File: config.mk
export PLATFORM = sky130hd
export DESIGN_NAME = balance_switch_pulser
export DESIGN_NICKNAME = d
export VERILOG_FILES = /design/src/verilog/balance_switch_pulser_pkg.sv /design/src/verilog/balance_switch_pulser.sv
export VERILOG_INCLUDE_DIRS = /design/src /design/src/verilog
export SDC_FILE = /design/constraint.sdc
export NUM_CORES = 1
export LEC_CHECK = 0
export BUFFER_PORTS_ARGS = -buffer_cell sky130_fd_sc_hd__buf_2
export CORE_MARGIN = 3
export CORE_UTILIZATION = 44
export CTS_BUF_LIST = sky130_fd_sc_hd__clkbuf_8
export DETAILED_ROUTE_END_ITERATION = 16
export GPL_TIMING_DRIVEN = 0
export PLACE_DENSITY = 0.69
export SLEW_MARGIN = 40
export SYNTH_ARGS = -nofsm -noshare
export SYNTH_HDL_FRONTEND = slang
export SYNTH_SLANG_ARGS = --single-unit
export TNS_END_PERCENT = 20
File: constraint.sdc
create_clock -name core_clk -period 54 [get_ports core_clk]
set_input_delay 8.1 -clock core_clk [delete_from_list [all_inputs] [get_ports core_clk]]
set_output_delay 8.1 -clock core_clk [all_outputs]
set_load 0.02 [all_outputs]
File: src/verilog/balance_switch_pulser_defs.svh
// register offsets, field positions, reset values and timing figures
// assumes a 100 MHz core clock and a 32-bit AXI4-Lite register port
`ifndef BALANCE_SWITCH_PULSER_DEFS_SVH
`define BALANCE_SWITCH_PULSER_DEFS_SVH

// ----------------------------------------------------------------
// register byte offsets
// ----------------------------------------------------------------
`define OFS_COMMAND        8'h00
`define OFS_STAGE_A_LOW    8'h04
`define OFS_STAGE_A_HIGH   8'h08
`define OFS_STAGE_B        8'h0c
`define OFS_DISCHARGE      8'h10
`define OFS_STATUS         8'h14
`define OFS_LIVE_A_LOW     8'h18
`define OFS_LIVE_A_HIGH    8'h1c
`define OFS_LIVE_B         8'h20

// ----------------------------------------------------------------
// field positions
// ----------------------------------------------------------------
`define CMD_OPCODE_MSB     2
`define CMD_CHECK_OK_BIT   8
`define DATA_CHECK_OK_BIT  9
`define STAT_BUSY_BIT      0
`define STAT_POLL_BIT      1
`define STAT_MUTE_BIT      2

// ----------------------------------------------------------------
// reset values
// ----------------------------------------------------------------
`define RST_SETTING        4'h0
`define RST_WORD           32'h0000_0000

// ----------------------------------------------------------------
// timing
// ----------------------------------------------------------------
`define CLK_PERIOD_NS      10
`define PULSE_PERIOD_NS    155000
`define PULSE_WIDTH_NS     77600
`define PULSE_PERIOD_CYC   (`PULSE_PERIOD_NS / `CLK_PERIOD_NS)
`define PULSE_WIDTH_CYC    (`PULSE_WIDTH_NS / `CLK_PERIOD_NS)

`endif

File: src/verilog/balance_switch_pulser_pkg.sv
// types shared by the balance switch pulser
// assumes nothing beyond a SystemVerilog compiler
package balance_switch_pulser_pkg;

    // pulse engine state, one bit so trivially gray
    typedef enum logic
    {
        PULSE_IDLE = 1'b0,
        PULSE_RUN  = 1'b1
    } pulse_state_t;

    // command opcodes written to the command register
    typedef enum logic [2:0]
    {
        CMD_NONE        = 3'h0,
        CMD_WRITE_A     = 3'h1,
        CMD_WRITE_B     = 3'h2,
        CMD_START       = 3'h3,
        CMD_CLEAR       = 3'h4,
        CMD_MUTE        = 3'h5,
        CMD_UNMUTE      = 3'h6
    } cmd_op_t;

endpackage : balance_switch_pulser_pkg

File: src/verilog/balance_switch_pulser.sv
// balance switch pulser: 18 switch pins driven from 4-bit settings
// assumes an AXI4-Lite master on core_clk and synchronous active high reset
//
// Contract
// - hold a 4-bit setting per pin, 18 pins
// - pulses repeat every 155 us
// - each pulse lasts 77.6 us
// - start only on correct command check code
// - poll output low until sequence done
// - ignore start and writes while pulsing
// - completion visible through poll status
// - bad data check clears all settings
// - discharge enable bit forces pin low
// - clear command zeroes settings, stops engine
// - mute disables outputs, registers kept
// - mute and unmute carry no data, fast
// - mute state readable as status bit
//
// Decided for this implementation: the AXI4-Lite slave port and the register addresses.
`timescale 1ns/100ps
`include "balance_switch_pulser_defs.svh"

module balance_switch_pulser #(
    parameter int PINS          = 18,
    parameter int PERIOD_CYCLES = `PULSE_PERIOD_CYC,
    parameter int WIDTH_CYCLES  = `PULSE_WIDTH_CYC
) (
    input  wire logic              core_clk,
    input  wire logic              reset,
    input  wire logic [7:0]        s_axi_awaddr,
    input  wire logic              s_axi_awvalid,
    output logic                   s_axi_awready,
    input  wire logic [31:0]       s_axi_wdata,
    input  wire logic [3:0]        s_axi_wstrb,
    input  wire logic              s_axi_wvalid,
    output logic                   s_axi_wready,
    output logic [1:0]             s_axi_bresp,
    output logic                   s_axi_bvalid,
    input  wire logic              s_axi_bready,
    input  wire logic [7:0]        s_axi_araddr,
    input  wire logic              s_axi_arvalid,
    output logic                   s_axi_arready,
    output logic [31:0]            s_axi_rdata,
    output logic [1:0]             s_axi_rresp,
    output logic                   s_axi_rvalid,
    input  wire logic              s_axi_rready,
    output logic [PINS-1:0]        switch_pin
);

    localparam int PW = $clog2(PERIOD_CYCLES);

    // ----------------------------------------------------------------
    // address decode helpers
    // ----------------------------------------------------------------

    // true for every offset the block answers with OKAY
    function automatic logic is_mapped(input logic [7:0] addr);
        is_mapped = (addr == `OFS_COMMAND) || (addr == `OFS_STAGE_A_LOW)
                 || (addr == `OFS_STAGE_A_HIGH) || (addr == `OFS_STAGE_B)
                 || (addr == `OFS_DISCHARGE) || (addr == `OFS_STATUS)
                 || (addr == `OFS_LIVE_A_LOW) || (addr == `OFS_LIVE_A_HIGH)
                 || (addr == `OFS_LIVE_B);
    endfunction : is_mapped

    // byte-lane merge of a write into an old word
    function automatic logic [31:0] merge(input logic [31:0] old, input logic [31:0] nw,
                                          input logic [3:0] strb);
        for (int b = 0; b < 4; b++)
        begin
            old[8*b +: 8] = strb[b] ? nw[8*b +: 8] : old[8*b +: 8];
        end
        merge = old;
    endfunction : merge

    // ----------------------------------------------------------------
    // state
    // ----------------------------------------------------------------
    logic [7:0]                       aw_addr;
    logic [31:0]                      w_data;
    logic [3:0]                       w_strb;
    logic                             aw_held;
    logic                             w_held;
    logic                             wr_commit;
    logic [31:0]                      stage_a_low;
    logic [15:0]                      stage_a_high;
    logic [23:0]                      stage_b;
    logic [PINS-1:0]                  discharge;
    logic [4*PINS-1:0]                settings;
    logic                             mute;
    balance_switch_pulser_pkg::pulse_state_t state;
    logic [PW-1:0]                    phase;
    logic [2:0]                       pulse_idx;
    logic [2:0]                       longest;
    logic [31:0]                      read_word;
    logic [PINS-1:0]                  next_pin;
    logic [PINS-1:0]                  top_code;
    logic                             cmd_hit;
    logic                             cmd_ok;
    logic                             data_ok;
    logic [2:0]                       opcode;
    logic                             busy;

    assign busy      = (state == balance_switch_pulser_pkg::PULSE_RUN);
    assign wr_commit = aw_held && w_held && !s_axi_bvalid;
    assign cmd_hit   = wr_commit && (aw_addr == `OFS_COMMAND) && w_strb[0];
    assign opcode    = w_data[`CMD_OPCODE_MSB:0];
    assign cmd_ok    = w_data[`CMD_CHECK_OK_BIT];
    assign data_ok   = w_data[`DATA_CHECK_OK_BIT];

    // ----------------------------------------------------------------
    // axi4-lite write channels, address and data taken in either order
    // ----------------------------------------------------------------
    always_ff @(posedge core_clk)
    begin
        if (reset)
        begin
            s_axi_awready <= 1'b0;
            aw_held       <= 1'b0;
            aw_addr       <= 8'h00;
        end
        else if (s_axi_awvalid && s_axi_awready)
        begin
            s_axi_awready <= 1'b0;
            aw_held       <= 1'b1;
            aw_addr       <= s_axi_awaddr;
        end
        else
        begin
            if (wr_commit)
                aw_held <= 1'b0;
            s_axi_awready <= !aw_held && !s_axi_bvalid;
        end
    end

    always_ff @(posedge core_clk)
    begin
        if (reset)
        begin
            s_axi_wready <= 1'b0;
            w_held       <= 1'b0;
            w_data       <= `RST_WORD;
            w_strb       <= 4'h0;
        end
        else if (s_axi_wvalid && s_axi_wready)
        begin
            s_axi_wready <= 1'b0;
            w_held       <= 1'b1;
            w_data       <= s_axi_wdata;
            w_strb       <= s_axi_wstrb;
        end
        else
        begin
            if (wr_commit)
                w_held <= 1'b0;
            s_axi_wready <= !w_held && !s_axi_bvalid;
        end
    end

    // write response one cycle after both halves are held
    always_ff @(posedge core_clk)
    begin
        if (reset)
        begin
            s_axi_bvalid <= 1'b0;
            s_axi_bresp  <= 2'h0;
        end
        else if (wr_commit)
        begin
            s_axi_bvalid <= 1'b1;
            s_axi_bresp  <= is_mapped(aw_addr) ? 2'h0 : 2'h2;
        end
        else if (s_axi_bready)
            s_axi_bvalid <= 1'b0;
    end

    // ----------------------------------------------------------------
    // software registers: staging words and discharge enables
    // ----------------------------------------------------------------
    always_ff @(posedge core_clk)
    begin
        if (reset)
        begin
            stage_a_low  <= `RST_WORD;
            stage_a_high <= 16'h0000;
            stage_b      <= 24'h00_0000;
            discharge    <= '0;
        end
        else if (wr_commit)
        begin
            if (aw_addr == `OFS_STAGE_A_LOW)
                stage_a_low <= merge(stage_a_low, w_data, w_strb);
            if (aw_addr == `OFS_STAGE_A_HIGH)
                stage_a_high <= 16'(merge({16'h0000, stage_a_high}, w_data, w_strb));
            if (aw_addr == `OFS_STAGE_B)
                stage_b <= 24'(merge({8'h00, stage_b}, w_data, w_strb));
            if (aw_addr == `OFS_DISCHARGE)
                discharge <= PINS'(merge({{(32-PINS){1'b0}}, discharge}, w_data, w_strb));
        end
    end

    // ----------------------------------------------------------------
    // live switch settings, committed by command
    // ----------------------------------------------------------------
    // settings update
    always_ff @(posedge core_clk)
    begin
        if (reset)
            settings <= '0;
        else if (cmd_hit && cmd_ok)
        begin
            if (opcode == balance_switch_pulser_pkg::CMD_CLEAR)
                settings <= '0;
            else if (!busy && (opcode == balance_switch_pulser_pkg::CMD_WRITE_A))
                settings[47:0] <= data_ok ? {stage_a_high, stage_a_low} : 48'h0;
            else if (!busy && (opcode == balance_switch_pulser_pkg::CMD_WRITE_B))
            begin
                if (data_ok)
                    settings[71:48] <= stage_b;
                else
                    settings <= '0;
            end
            if (!busy && !data_ok && (opcode == balance_switch_pulser_pkg::CMD_WRITE_A))
                settings[71:48] <= 24'h00_0000;
        end
    end

    always_ff @(posedge core_clk)
    begin
        if (reset)
            mute <= 1'b0;
        else if (cmd_hit && cmd_ok && (opcode == balance_switch_pulser_pkg::CMD_MUTE))
            mute <= 1'b1;
        else if (cmd_hit && cmd_ok && (opcode == balance_switch_pulser_pkg::CMD_UNMUTE))
            mute <= 1'b0;
    end

    // ----------------------------------------------------------------
    // pulse engine
    // ----------------------------------------------------------------
    // longest requested train among pulsing codes
    always_comb
    begin
        longest = 3'h0;
        for (int p = 0; p < PINS; p++)
        begin
            if (!settings[4*p+3] && (settings[4*p +: 3] > longest))
                longest = settings[4*p +: 3];
        end
    end

    // settings change while running only on clear, which also stops the engine, so longest stays stable
    always_ff @(posedge core_clk)
    begin
        if (reset)
        begin
            state     <= balance_switch_pulser_pkg::PULSE_IDLE;
            phase     <= '0;
            pulse_idx <= 3'h0;
        end
        else
        begin
            case (state)
                balance_switch_pulser_pkg::PULSE_IDLE:
                begin
                    phase     <= '0;
                    pulse_idx <= 3'h0;
                    if (cmd_hit && cmd_ok && (longest != 3'h0)
                        && (opcode == balance_switch_pulser_pkg::CMD_START))
                        state <= balance_switch_pulser_pkg::PULSE_RUN;
                end
                balance_switch_pulser_pkg::PULSE_RUN:
                begin
                    if (cmd_hit && cmd_ok && (opcode == balance_switch_pulser_pkg::CMD_CLEAR))
                        state <= balance_switch_pulser_pkg::PULSE_IDLE;
                    else if (phase == PW'(PERIOD_CYCLES - 1))
                    begin
                        phase     <= '0;
                        pulse_idx <= pulse_idx + 3'h1;
                        if (pulse_idx + 3'h1 == longest)
                            state <= balance_switch_pulser_pkg::PULSE_IDLE;
                    end
                    else
                        phase <= phase + PW'(1);
                end
                default: state <= balance_switch_pulser_pkg::PULSE_IDLE;
            endcase
        end
    end

    // ----------------------------------------------------------------
    // pin drive, one generate slice per pin
    // ----------------------------------------------------------------
    generate
        for (genvar p = 0; p < PINS; p++)
        begin : g_pin
            // top bit of each code, shared by pin drive checks
            assign top_code[p] = settings[4*p+3];

            always_comb
            begin
                if (mute || discharge[p] || settings[4*p+3])
                    next_pin[p] = 1'b0;
                else if (busy && (pulse_idx < settings[4*p +: 3])
                         && (phase < PW'(WIDTH_CYCLES)))
                    next_pin[p] = 1'b0;
                else
                    next_pin[p] = 1'b1;
            end
        end
    endgenerate

    // registered pins
    always_ff @(posedge core_clk)
    begin
        if (reset)
            switch_pin <= '0;
        else
            switch_pin <= next_pin;
    end

    // ----------------------------------------------------------------
    // axi4-lite read channel
    // ----------------------------------------------------------------
    always_comb
    begin
        case (s_axi_araddr)
            `OFS_STAGE_A_LOW:  read_word = stage_a_low;
            `OFS_STAGE_A_HIGH: read_word = {16'h0000, stage_a_high};
            `OFS_STAGE_B:      read_word = {8'h00, stage_b};
            `OFS_DISCHARGE:    read_word = {{(32-PINS){1'b0}}, discharge};
            `OFS_STATUS:       read_word = {29'h0, mute, !busy, busy};
            `OFS_LIVE_A_LOW:   read_word = settings[31:0];
            `OFS_LIVE_A_HIGH:  read_word = {16'h0000, settings[47:32]};
            `OFS_LIVE_B:       read_word = {8'h00, settings[71:48]};
            default:           read_word = `RST_WORD;
        endcase
    end

    // one read at a time, answer the cycle after the address is taken
    always_ff @(posedge core_clk)
    begin
        if (reset)
        begin
            s_axi_arready <= 1'b0;
            s_axi_rvalid  <= 1'b0;
            s_axi_rdata   <= `RST_WORD;
            s_axi_rresp   <= 2'h0;
        end
        else if (s_axi_arvalid && s_axi_arready)
        begin
            s_axi_arready <= 1'b0;
            s_axi_rvalid  <= 1'b1;
            s_axi_rdata   <= read_word;
            s_axi_rresp   <= is_mapped(s_axi_araddr) ? 2'h0 : 2'h2;
        end
        else if (s_axi_rvalid)
        begin
            if (s_axi_rready)
                s_axi_rvalid <= 1'b0;
        end
        else
            s_axi_arready <= 1'b1;
    end
endmodule : balance_switch_pulser

**Word level (Yosys, flattened, before mapping)**

Index checks and enable logic that the tools add are counted.

- Logic and storage cells: 378
- Output and inout port bits: 59
- Flip-flop bits (word level): 286
- Bits of input ports: 59

- Muxes and demuxes: 68
- Bitwise gates (word level): 1
- Equality and inequality tests: 28
- Magnitude comparators: 37
- $add $sub $neg: 2
- Reductions and logical operators: 193

Operators with widths:

| kind | count |
|---|---|
| 32-bit case mux with 8 select lines | 1 |
| 48-bit two-way mux | 3 |
| 72-bit two-way mux | 2 |
| 1-bit logical AND | 73 |
| 24-bit two-way mux | 3 |
| 8-bit by 5-bit == test with 1-bit output, second input constant | 8 |
| 3-bit two-way mux | 20 |
| 3-bit less-than comparator | 18 |
| 1-bit logical OR | 52 |
| 3-bit > comparator | 17 |
| 3-bit AND reduction | 14 |
| 2-bit OR reduction | 21 |
| 8-bit by 4-bit == test with 1-bit output, second input constant | 4 |
| 1-bit two-way mux | 32 |
| 14-bit two-way mux | 2 |
| 14-bit case mux with 2 select lines | 1 |
| 1-bit logical NOT | 23 |
| 8-bit by 3-bit == test with 1-bit output, second input constant | 2 |
| 8-bit by 6-bit == test with 1-bit output, second input constant | 2 |
| 8-bit logical NOT | 2 |
| 14-bit by 1-bit adder with 14-bit output, second input constant | 1 |
| 14-bit == test, second input constant | 1 |
| 14-bit by 13-bit less-than comparator with 1-bit output, second input constant | 1 |
| 3-bit == test, second input constant | 3 |
| other kinds (15) | 23 |

**Logic depth before layout (Yosys ltp)**

Gate-level depths: netlist (run 1).

- Depth in word-level cells: 59
- Gate-level depth with buffers: 120

**Least setup slack after synthesis (run 1)**

No wires, ideal clock.

- Path kind: register -> register
- From: register settings[1]
- To: register state (netlist: busy)
- Slack: 33.104 ns
- Arrival time: 20.774 ns
- Library setup time: 0.122 ns
- Cell stages (with the launch flop): 119
- Required time: 53.878 ns
- Buffers on the path: 1
- Cell sequence: dfxtp_1 > nor2b_1 > inv_2 > ha_1 > nor2b_4 > o31ai_4 > or2_0 > buf_2 > nand2_1 > o21ai_0 > ha_1 > or3b_1 > a2111oi_1 > mux2_2 > o21ai_0 > o31a_1 > ha_1 > or2_2 > [83 not listed] > or2_2 > a21oi_1 > nor2_1 > a311oi_1 > o221ai_1 > o311a_1 > a21oi_2 > inv_1 > ha_1 > inv_1 > a21o_1 > a21oi_1 > a311oi_1 > nand2_1 > o221ai_1 > o21a_1 > nor3_1 > a311o_1

- Word-level cells in the longest chain between the ends: 59

Ends and longest elaborated chain:

| element | RTL line | RTL |
|---|---|---|
| start, declared | balance_switch_pulser.sv:88 | `logic [4*PINS-1:0] settings;` |
| start signal, assigned | balance_switch_pulser.sv:214 | `settings[47:0] <= data_ok ? {stage_a_high, stage_a_low} : 48'h0;` |
| 3-bit by 1-bit > comparator with 1-bit output | balance_switch_pulser.sv:246 | `if (!settings[4*p+3] && (settings[4*p +: 3] > longest))` |
| 1-bit logical AND | balance_switch_pulser.sv:246 |  |
| 3-bit two-way mux * | balance_switch_pulser.sv:246 |  |
| 3-bit > comparator | balance_switch_pulser.sv:246 |  |
| 1-bit logical AND | balance_switch_pulser.sv:246 |  |
| 3-bit two-way mux * | balance_switch_pulser.sv:246 |  |
| 3-bit > comparator | balance_switch_pulser.sv:246 |  |
| 1-bit logical AND | balance_switch_pulser.sv:246 |  |
| [43 not listed] | -- |  |
| 3-bit > comparator | balance_switch_pulser.sv:246 |  |
| 1-bit logical AND | balance_switch_pulser.sv:246 |  |
| 3-bit two-way mux * | balance_switch_pulser.sv:246 |  |
| 3-bit == test / 3-bit nonzero test (equally long branches) | balance_switch_pulser.sv:279, balance_switch_pulser.sv:267 |  |
| 1-bit two-way mux / 1-bit logical AND (equally long branches) | balance_switch_pulser.sv:279, balance_switch_pulser.sv:267 |  |
| 1-bit two-way mux / 1-bit logical AND (equally long branches) | balance_switch_pulser.sv:275, balance_switch_pulser.sv:268 |  |
| 1-bit two-way mux, on equally long branches | balance_switch_pulser.sv:273, balance_switch_pulser.sv:267 |  |
| 1-bit case mux with 2 select lines * | balance_switch_pulser.sv:262 | `case (state)` |
| end signal, assigned | balance_switch_pulser.sv:274 | `state <= balance_switch_pulser_pkg::PULSE_IDLE;` |
| end signal, assigned | balance_switch_pulser.sv:280 | `state <= balance_switch_pulser_pkg::PULSE_IDLE;` |
| end signal, assigned | balance_switch_pulser.sv:285 | `default: state <= balance_switch_pulser_pkg::PULSE_IDLE;` |
| end, declared | balance_switch_pulser.sv:90 | `balance_switch_pulser_pkg::pulse_state_t state;` |

Mark *: on every way between the ends. The rest lies on a longest branch, timed or not.
A chain may end at the register's enable or synchronous reset.

**Final worst setup path (run 1)**

Ends and elaborated chain as after synthesis.

==> impl_metrics.toml, run 1 <==
[floorplan]
fp.dieW_um = 186
die-area_um2 = 34700
rows = 65
die_h_um = 186
start_util_pct = 45.0
core_area_um2 = 31800
ioPinCount = 118

[synthesis]
synth_ff_type = "dfxtp_1"
ys_ff_latch = 284
synth_top_area_share_pct = 39.7
postSynthCellCount = 1803
ys_async_sr_fraction_pct = 0
yosysUniqueCellTypes = 88
avgSynthCellArea_um2 = 7.94
ys_top_cells_by_count = "317 x nand2_1, 284 x dfxtp_1, 223 x a21oi_1, 141 x nor2_1, 119 x nand3_1"
ys_warn_count = 0
ys_seq_area_share_pct = 39.7
yosysMostFrequentCell = "nand2_1"
synth_edf_count = 0
synth_area_leaders = "dfxtp_1 40%, nand2_1 8.3%, a21oi_1 7.8%"
yosysTopAreaCell = "dfxtp_1"
synth_area_um2 = 14300

[route]
vias_per_cell = 5.85
drtPass1Iterations = 6
num_vias = 14286
drtIter0Drc = 1454
avgRoutedWirePerCell_um = 20.7
drc_errors = 0
drt-total-wl_um = 50400
drtAntennaViolNets = 0

[global_route]
grt_pass1_wl_um = 76300
antenna_found_initial = 0
grt_max_degree = 21
grt_pass1_vias = 13107
grt_remaining_overflow = 0
grt_util_all_layers_pct = 27.8

[clock_network]
cts_tree = "done"
post_cts_resize_count = 0
cts_buffer_depth = 3
cts_made_buffers = 48
clock_latency_ps = 590
post_cts_buffers = 0
cts_max_level = 2
clk_pin_slew_ps = 60
postCtsHoldBufs = 0
numClockSinks = 284
cts-root-buf = "clkbuf_8"

[placement]
port_buffers = 114
dpl.hpwl_um = 39500
dp_cells = 2354
place_ws_ps = 30080
gp_congestion = 1.01

[sta]
finalClockSkew_ps = 31.1
fin_crit_sh_pct = 44.9
fin_crit_ps = 24260
worstMarginPinSlew_ps = 897
finalSetupTns_ps = 0
final.setup.worst_slack_ps = 29740
fmax_mhz = 41.2
report.final.hold_viol_count = 0
maxSlewViolCount = 0
maxSlewHeadroom_pct = 38.7
fin_hold_ws_ps = 435
setup_viol = 0
grt_setup_unrepaired = "false"

[worst_hold_path]
min-delay-path-class = "flop to flop"

[setup_path]
endpoint_kind = "flop"
start_kind = "flop"
critPathArrivalTime_ps = 24730
critPathSlowestCell = "a311oi_2"
crit_path_max_fanout = 9
max_stage_delay_ps = 590
cp.required_ps = 54470
criticalPathCategory = "flop to flop"
crit_top_cell = "ha_1"

[final_layout]
drive_gt1_share_pct = 11.8
stdcell_count = 2440
fin_nets = 2087
fillers = 3078
antenna_cells = 0
regArea_um2 = 5690
area_growth_pct = 15.6
multi_input_area_um2 = 8030
final_core_util_pct = 52.1

[power]
max-vdd-ir-drop_mv = 0.0198
power_per_cell_area_nw_per_um2 = 26.7
leakagePower_nw = 6.24

[status]
status = "finished, final reports clean"

[job]
cap_violations = 0
state kept, by name (all words and copies together), names as in the netlist, 3 cells and up:
| signal | flops |
|---|---|
| w_data | 32 |
| stage_a_low | 32 |
| stage_a_high | 16 |
| discharge | 18 |
| stage_b | 24 |
| switch_pin | 18 |
| aw_addr | 8 |
| settings | 72 |
| w_strb | 4 |
| s_axi_rdata | 32 |
| phase | 14 |
| pulse_idx | 3 |
path summary, 6_finish.rpt:
path | depth (start not counted) | to | slack (ps) | from
worst max register to register | 119 | busy | 29740 | settings[1]
worst min-delay path | 1 | s_axi_wready | 440 | w_held
worst min register to register | 1 | s_axi_wready | 440 | w_held
worst max-delay path | 119 | busy | 29740 | settings[1]
layout make-up:
cell class	instances	share of cell area (%)
plain buffers	101	2.34
clock buffers	67	5.57
clock inverters	19	0.839
inverters	71	1.61
multi-input cells	1348	48.5
flip-flops and latches	284	34.4
well taps	435	3.29
repair buffers	115	3.49
per-layer routing:
layer | track usage [%] | wire length (um) | up-vias
li1 | - | - | 6819
met3 | 5.45 | 4710 | 87
met2 | 43.2 | 22000 | 674
met5 | 0 | 0 | -
met4 | 10.1 | 1800 | 0
met1 | 38.6 | 21900 | 6706
cells by family (layout without fill, tap and decap cells):
logic type / Yosys count / count (layout) / synth area share (%)
and+or+nand+nor: 709 / 709 / 22.0
AOI/OAI and AO/OA: 516 / 516 / 24.2
DFF: 284 / 284 / 39.7
buffers and inverters: 172 / 373 / 4.57
adders and majority gates: 63 / 63 / 5.45
muxes: 47 / 47 / 3.30
xor gates and xnor gates: 11 / 11 / 0.673
other: 1 / 2 / 0.0262
report_power, final:
| part | leakage (nW) | switching (mW) | internal (mW) | total [mW] |
|---|---|---|---|---|
| combinational | 3.35 | 0.0133 | 0.00532 | 0.0186 |
| clock | 0.587 | 0.0900 | 0.120 | 0.210 |
| sequential | 2.30 | 0.00218 | 0.212 | 0.215 |
| total | 6.24 | 0.105 | 0.337 | 0.443 |
metrics by stage:
stage | cell area, um2 | total power, mW
floorplan | 14300 | 0.229
global placement | 15400 | 0.237
detailed placement | 15500 | 0.237
CTS | 16500 | 0.444
global route | 16600 | 0.457
finish | 16600 | 0.443
critical path, delay by kind of cell (launching register included):
family          cells  cell delay [ps]
compound gates     55            11690
fa+ha+maj          20             5580
buf+inv             5              510
flops               1              410
mux                 3              870
simple gates       36             4980
cell usage in the layout, fill, tap and decap left out, types with 11 or more instances in the layout:
cell type  instances
inv_1             80
clkbuf_1          94
nor2_1           141
a2111oi_0         17
a222oi_1          14
a21oi_1          222
o21ai_0           60
ha_1              59
a22o_1            26
and3_1            11
mux2i_1           45
nand3_1          119
nor3_1            22
a221oi_1          12
dfxtp_1          282
nand2_1          317
nand2b_1          32
a22oi_1           48
buf_2            115
clkbuf_8          67
nor4_1            12
Power figures use the tool's default switching activity.
==> run 2: changes to the inputs <==
--- a/config.mk
+++ b/config.mk
@@ -6,13 +6,14 @@
 export SDC_FILE = /design/constraint.sdc
 export NUM_CORES = 1
 export LEC_CHECK = 0
+export ABC_AREA = 1
 export BUFFER_PORTS_ARGS = -buffer_cell sky130_fd_sc_hd__buf_2
 export CORE_MARGIN = 3
 export CORE_UTILIZATION = 44
 export CTS_BUF_LIST = sky130_fd_sc_hd__clkbuf_8
 export DETAILED_ROUTE_END_ITERATION = 16
 export GPL_TIMING_DRIVEN = 0
-export PLACE_DENSITY = 0.69
+export PLACE_DENSITY = 0.71
 export SLEW_MARGIN = 40
 export SYNTH_ARGS = -nofsm -noshare
 export SYNTH_HDL_FRONTEND = slang
==> constraint.sdc (replaced) <==
create_clock -name core_clk -period 20.4 [get_ports core_clk]
set_input_delay 3.06 -clock core_clk [delete_from_list [all_inputs] [get_ports core_clk]]
set_output_delay 3.06 -clock core_clk [all_outputs]
set_load 0.02 [all_outputs]
==> run 2 against run 1 <==
  * Worst hold slack got worse by 16 ps
  * Die area decreased by 2.9%
  * Cell count grew 2.5%
  * Critical endpoint unchanged
  * Register-to-register slack worse by 29000 ps
  * Clock power rose to 2.7 times the previous value
  * Sequential power rose to 2.7 times the previous value
  * Non-clock buffer count down 17
  * Combinational power rose to 6.5 times the previous value
==> impl_metrics.toml, run 2 <==
[sta]
maxSlewHeadroom_pct = 39.8
fin_hold_ws_ps = 419
setup_viol = 0
worstMarginPinSlew_ps = 901
report.final.hold_viol_count = 0
fin_crit_ps = 19260
finalClockSkew_ps = 34.6
maxSlewViolCount = 0
fmax_mhz = 51.9
fin_crit_sh_pct = 94.4

[route]
drt-total-wl_um = 53900
drtAntennaViolNets = 0
vias_per_cell = 5.74
drc_errors = 0
drtPass1Iterations = 6
drtIter0Drc = 1640
num_vias = 14354
avgRoutedWirePerCell_um = 21.5

[final_layout]
stdcell_count = 2501
drive_gt1_share_pct = 14.0
layout_commonest_cell = "dfxtp_1"
top_register = "settings"
largest_reg_flops = 72
antenna_cells = 0
final_cell_mix = "282 x dfxtp_1, 250 x nor2_1, 231 x inv_1"
fillers = 3036
fin_nets = 2184
area_growth_pct = 15.9

[synthesis]
ys_ff_latch = 284
ys_async_sr_fraction_pct = 0
yosysMostFrequentCell = "dfxtp_1"
synth_edf_count = 0
ys_warn_count = 0
postSynthCellCount = 1901
synth_area_um2 = 13900
yosysUniqueCellTypes = 42
avgSynthCellArea_um2 = 7.30
ys_top_cells_by_count = "284 x dfxtp_1, 253 x nor2_1, 222 x inv_1, 213 x a21oi_1, 206 x o21ai_0"
synth_ff_type = "dfxtp_1"
synth_area_leaders = "dfxtp_1 41%, a21oi_1 7.7%, o21ai_0 7.4%"
synth_top_area_share_pct = 40.9
yosysTopAreaCell = "dfxtp_1"
ys_seq_area_share_pct = 40.9

[setup_path]
critPathSlowestCell = "o32a_2"
criticalPathCategory = "flop to flop"
path_buf_inv = 14
ff2ff_path_depth = 127
cp_num_cells = 127
crit_top_cell = "nand2_2"
endpoint_kind = "flop"
rrSetupSlack_ps = 1140
max_stage_delay_ps = 380
path_delay_family = "simple AND/OR/NAND/NOR gates"
crit_path_max_fanout = 6
cp.required_ps = 20840
crit_path_start = "settings[0]"
critPathArrivalTime_ps = 19700
r2r-start = "settings[0]"
critPathCapture = "busy"
timing.rr.end = "busy"
start_kind = "flop"

[global_route]
grt_remaining_overflow = 0
top_usage_layer = "met2"
antenna_found_initial = 0
use_met1_pct = 43.7
grt_pass1_wl_um = 79400
grt_use_met3_pct = 6.87
grt_pass1_vias = 13080
grt_use_met2_pct = 46.1
grt_util_all_layers_pct = 31.0
grt_max_degree = 21

[power]
power_per_cell_area_nw_per_um2 = 77.9
leakagePower_nw = 6.42
max-vdd-ir-drop_mv = 0.0495

[clock_network]
cts_tree = "done"
post_cts_buffers = 0
clock_latency_ps = 590
cts_made_buffers = 47
cts_buffer_depth = 3
postCtsHoldBufs = 0
numClockSinks = 284
cts-root-buf = "clkbuf_8"
cts_max_level = 2
clk_pin_slew_ps = 70

[status]
status = "finished, final reports clean"

[placement]
dpl.hpwl_um = 42000
port_buffers = 115
gp_congestion = 1.01
dp_cells = 2413

[floorplan]
rows = 64
start_util_pct = 45.0
die_h_um = 184
die-area_um2 = 33700
fp.dieW_um = 184
ioPinCount = 118
core_area_um2 = 30800

[worst_hold_path]
min-delay-path-class = "flop to flop"

[job]
cap_violations = 0
[run 2: cell families after synthesis]
logic type,share of synthesized area [%]
adder cells (fa/ha/maj),5.32
XOR/XNOR,0.189
flip-flops,40.9
AO/OA/AOI/OAI,23.8
AND/OR/NAND/NOR,21.1
buffers and inverters,8.61
other,0.0270
[run 2: worst register-to-register path: cells and delay by family, from the launching register on]
family	cells	cell delay [ps]
flops	1	340
buf+inv	14	1020
xor+xnor	1	150
fa+ha+maj	17	4810
compound gates	33	5340
simple gates	62	7490
[run 2: how the worst min path moves through the flow]
stage                        from        endpoint  cells past startpoint
floorplan           discharge[11]  switch_pin[11]                      1
CTS                 discharge[12]  switch_pin[12]                      1
finish              discharge[12]  switch_pin[12]                      1
global route        discharge[12]  switch_pin[12]                      1
global placement    discharge[12]  switch_pin[12]                      1
detailed placement  discharge[11]  switch_pin[11]                      1
[run 2: per-stage QoR]
step	util, %	worst slack (ps)	area, um2	setup TNS (ps)	total power [mW]
2_1_floorplan	-	2720	13900	0	0.657
3_3_place_gp	48.5	789	15000	0	0.696
3_5_place_dp	48.5	322	15000	0	0.698
4_1_cts	52.0	312	16000	0	1.25
5_1_grt	52.2	-47.9	16100	-47.9	1.30
6_report	52.2	1140	16100	0	1.25
[run 2: report_power, final]
group          leakage (nW)  internal [mW]  switching, mW  total, mW
Clock                 0.600          0.315          0.245      0.560
Sequential             2.30          0.564        0.00822      0.573
Combinational          3.52         0.0384         0.0823      0.121
[run 2: timing repair]
action	in CTS	in global routing
gates resized for setup	0	24
endpoints found under the hold margin	0	0
setup endpoints to repair	0	1
[run 2: area by class of cell]
type,instances,area (um2),share of cell area [%]
multi-input cells,1303,7060,43.9
well taps,396,495,3.08
clock buffers,66,908,5.64
flip-flops and latches,284,5690,35.3
inverters,231,867,5.39
plain buffers,84,328,2.04
clock inverters,22,165,1.03
repair buffers,115,576,3.58
[run 2: per-layer routing]
metal  share of wire [%]  vias to the layer above
li1                    -                     6832
met1                  43                     6587
met2                  42                      791
met3                  11                      144
met4                 4.7                        0
met5                   0                        -
==> run 3: changes to the inputs <==
--- a/config.mk
+++ b/config.mk
@@ -8,12 +8,13 @@
 export LEC_CHECK = 0
 export ABC_AREA = 1
 export BUFFER_PORTS_ARGS = -buffer_cell sky130_fd_sc_hd__buf_2
-export CORE_MARGIN = 3
+export CORE_MARGIN = 2
 export CORE_UTILIZATION = 44
 export CTS_BUF_LIST = sky130_fd_sc_hd__clkbuf_8
 export DETAILED_ROUTE_END_ITERATION = 16
 export GPL_TIMING_DRIVEN = 0
 export PLACE_DENSITY = 0.71
+export SKIP_CTS_REPAIR_TIMING = 1
 export SLEW_MARGIN = 40
 export SYNTH_ARGS = -nofsm -noshare
 export SYNTH_HDL_FRONTEND = slang
==> run 3 against run 2 <==
  * Count of clock-buffer cells in the layout down 1
  * Highest routed layer unchanged
  * Clock power down 5.2%
  * Combinational power about the same
  * Maximum frequency up 0.19%
  * Largest cell class unchanged
  * Critical path depth up 1
  * Worst setup slack better by 37 ps
  * Via count down 0.14%
  * Flip-flop and latch count unchanged
  * Non-clock buffer count unchanged
  * Die area down 2.2%
  * Wire length up 0.85%
==> impl_metrics.toml, run 3 (synthesized netlist as in run 2, its figures left out) <==
[status]
status = "finished, final reports clean"

[placement]
gp_congestion = 1.00
port_buffers = 115
dp_cells = 2419
dpl.hpwl_um = 42500

[sta]
finalSetupTns_ps = 0
maxSlewHeadroom_pct = 40.9
maxSlewViolCount = 0
finalClockSkew_ps = 24.5
worstMarginPinSlew_ps = 881
report.final.hold_viol_count = 0
setup_viol = 0
fin_crit_ps = 19220
fmax_mhz = 52.0
fin_crit_sh_pct = 94.2

[floorplan]
start_util_pct = 44.3
fp.dieW_um = 182
die-area_um2 = 33000
core_area_um2 = 31300
die_h_um = 182
rows = 65
ioPinCount = 118

[setup_path]
start_kind = "flop"
cp.required_ps = 20840
timing.rr.end = "busy"
critPathCapture = "busy"
crit_path_max_fanout = 6
crit_top_cell = "nand2_2"
crit_path_start = "settings[0]"
ff2ff_path_depth = 128
max_stage_delay_ps = 380
critPathArrivalTime_ps = 19660
criticalPathCategory = "flop to flop"
endpoint_kind = "flop"
r2r-start = "settings[0]"
critPathSlowestCell = "o32a_2"
rrSetupSlack_ps = 1180

[global_route]
grt_pass1_vias = 13441
grt_max_degree = 21
grt_remaining_overflow = 0
grt_util_all_layers_pct = 32.5
antenna_found_initial = 1
grt_pass1_wl_um = 80500

[power]
max-vdd-ir-drop_mv = 0.0592
power_per_cell_area_nw_per_um2 = 76.3
leakagePower_nw = 6.41

[route]
vias_per_cell = 5.72
avgRoutedWirePerCell_um = 21.7
drtPass1Iterations = 5
drt-total-wl_um = 54300
num_vias = 14334
drtAntennaViolNets = 0
drtIter0Drc = 1480
drc_errors = 0

[job]
cap_violations = 0

[final_layout]
top_register = "settings"
largest_reg_flops = 72
final_cell_mix = "282 x dfxtp_1, 251 x nor2_1, 237 x inv_1"
fillers = 3155
layout_commonest_cell = "dfxtp_1"
stdcell_count = 2507
fin_nets = 2186
final_core_util_pct = 51.2
drive_gt1_share_pct = 13.6
antenna_cells = 0
area_growth_pct = 15.5

[clock_network]
cts_buffer_depth = 3
clock_latency_ps = 600
clk_pin_slew_ps = 60
cts_made_buffers = 49
cts-root-buf = "clkbuf_8"
cts_tree = "done"
cts_max_level = 2
numClockSinks = 284

[worst_hold_path]
whs_path_depth = 1
min-delay-path-class = "flop to flop"
## run 3: cell count changes in the layout (fill, tap and decap cells not counted), sizes merged
cell,change
bufinv,-2
clkinv,-5
clkbuf,-1
clkinvlp,+1
inv,+7
## run 3: per-layer routing
| layer | vias up | GRT usage (%) | wire, um | share of wire (%) |
|---|---|---|---|---|
| li1 | 6840 | - | - | - |
| met1 | 6595 | 43.6 | 23300 | 43 |
| met2 | 753 | 48.5 | 22600 | 42 |
| met3 | 146 | 7.52 | 5300 | 9.8 |
| met4 | 0 | 17.7 | 3070 | 5.7 |
| met5 | - | 0 | 0 | 0 |
## run 3: power by group
part	internal (mW)	switching [mW]
sequential	0.565	0.00773
clock	0.286	0.246
combinational	0.0382	0.0819
total	0.889	0.335
## run 3: per-stage QoR
| step | worst slack, ps | hold WS [ps] | power (mW) | cell area, um2 |
|---|---|---|---|---|
| 5_1_grt | -51.2 | 460 | 1.27 | 16000 |
| 6_report | 1180 | 441 | 1.22 | 16000 |
| 2_1_floorplan | 2720 | 399 | 0.657 | 13900 |
| 4_1_cts | 334 | 445 | 1.22 | 16000 |
| 3_5_place_dp | 420 | 419 | 0.698 | 15000 |
| 3_3_place_gp | 975 | 420 | 0.694 | 15000 |
## run 3: final cells by class
cell class	count	area, um2	share of cell area [%]
well taps	402	503	3.14
plain buffers	84	328	2.04
multi-input cells	1303	7070	44.1
repair buffers	115	576	3.59
flip-flops and latches	284	5690	35.5
clock inverters	23	115	0.718
clock buffers	65	895	5.58
inverters	231	867	5.41
## run 3: critical path, delay by kind of cell (launching register included)
kind                     cells  cell delay, ps
adder cells (fa/ha/maj)     17            4800
buffers and inverters       14             960
flip-flops                   1             360
XOR/XNOR                     1             160
AND/OR/NAND/NOR             63            7610
AO/OA/AOI/OAI               33            5160
## run 3: how the worst min path moves through the flow
stage                   from             end  slack, ps
2_1_floorplan  discharge[11]  switch_pin[11]        400
3_3_place_gp   discharge[11]  switch_pin[11]        420
4_1_cts        discharge[12]  switch_pin[12]        450
3_5_place_dp   discharge[11]  switch_pin[11]        420
5_1_grt        discharge[12]  switch_pin[12]        460
6_report       discharge[11]  switch_pin[11]        440
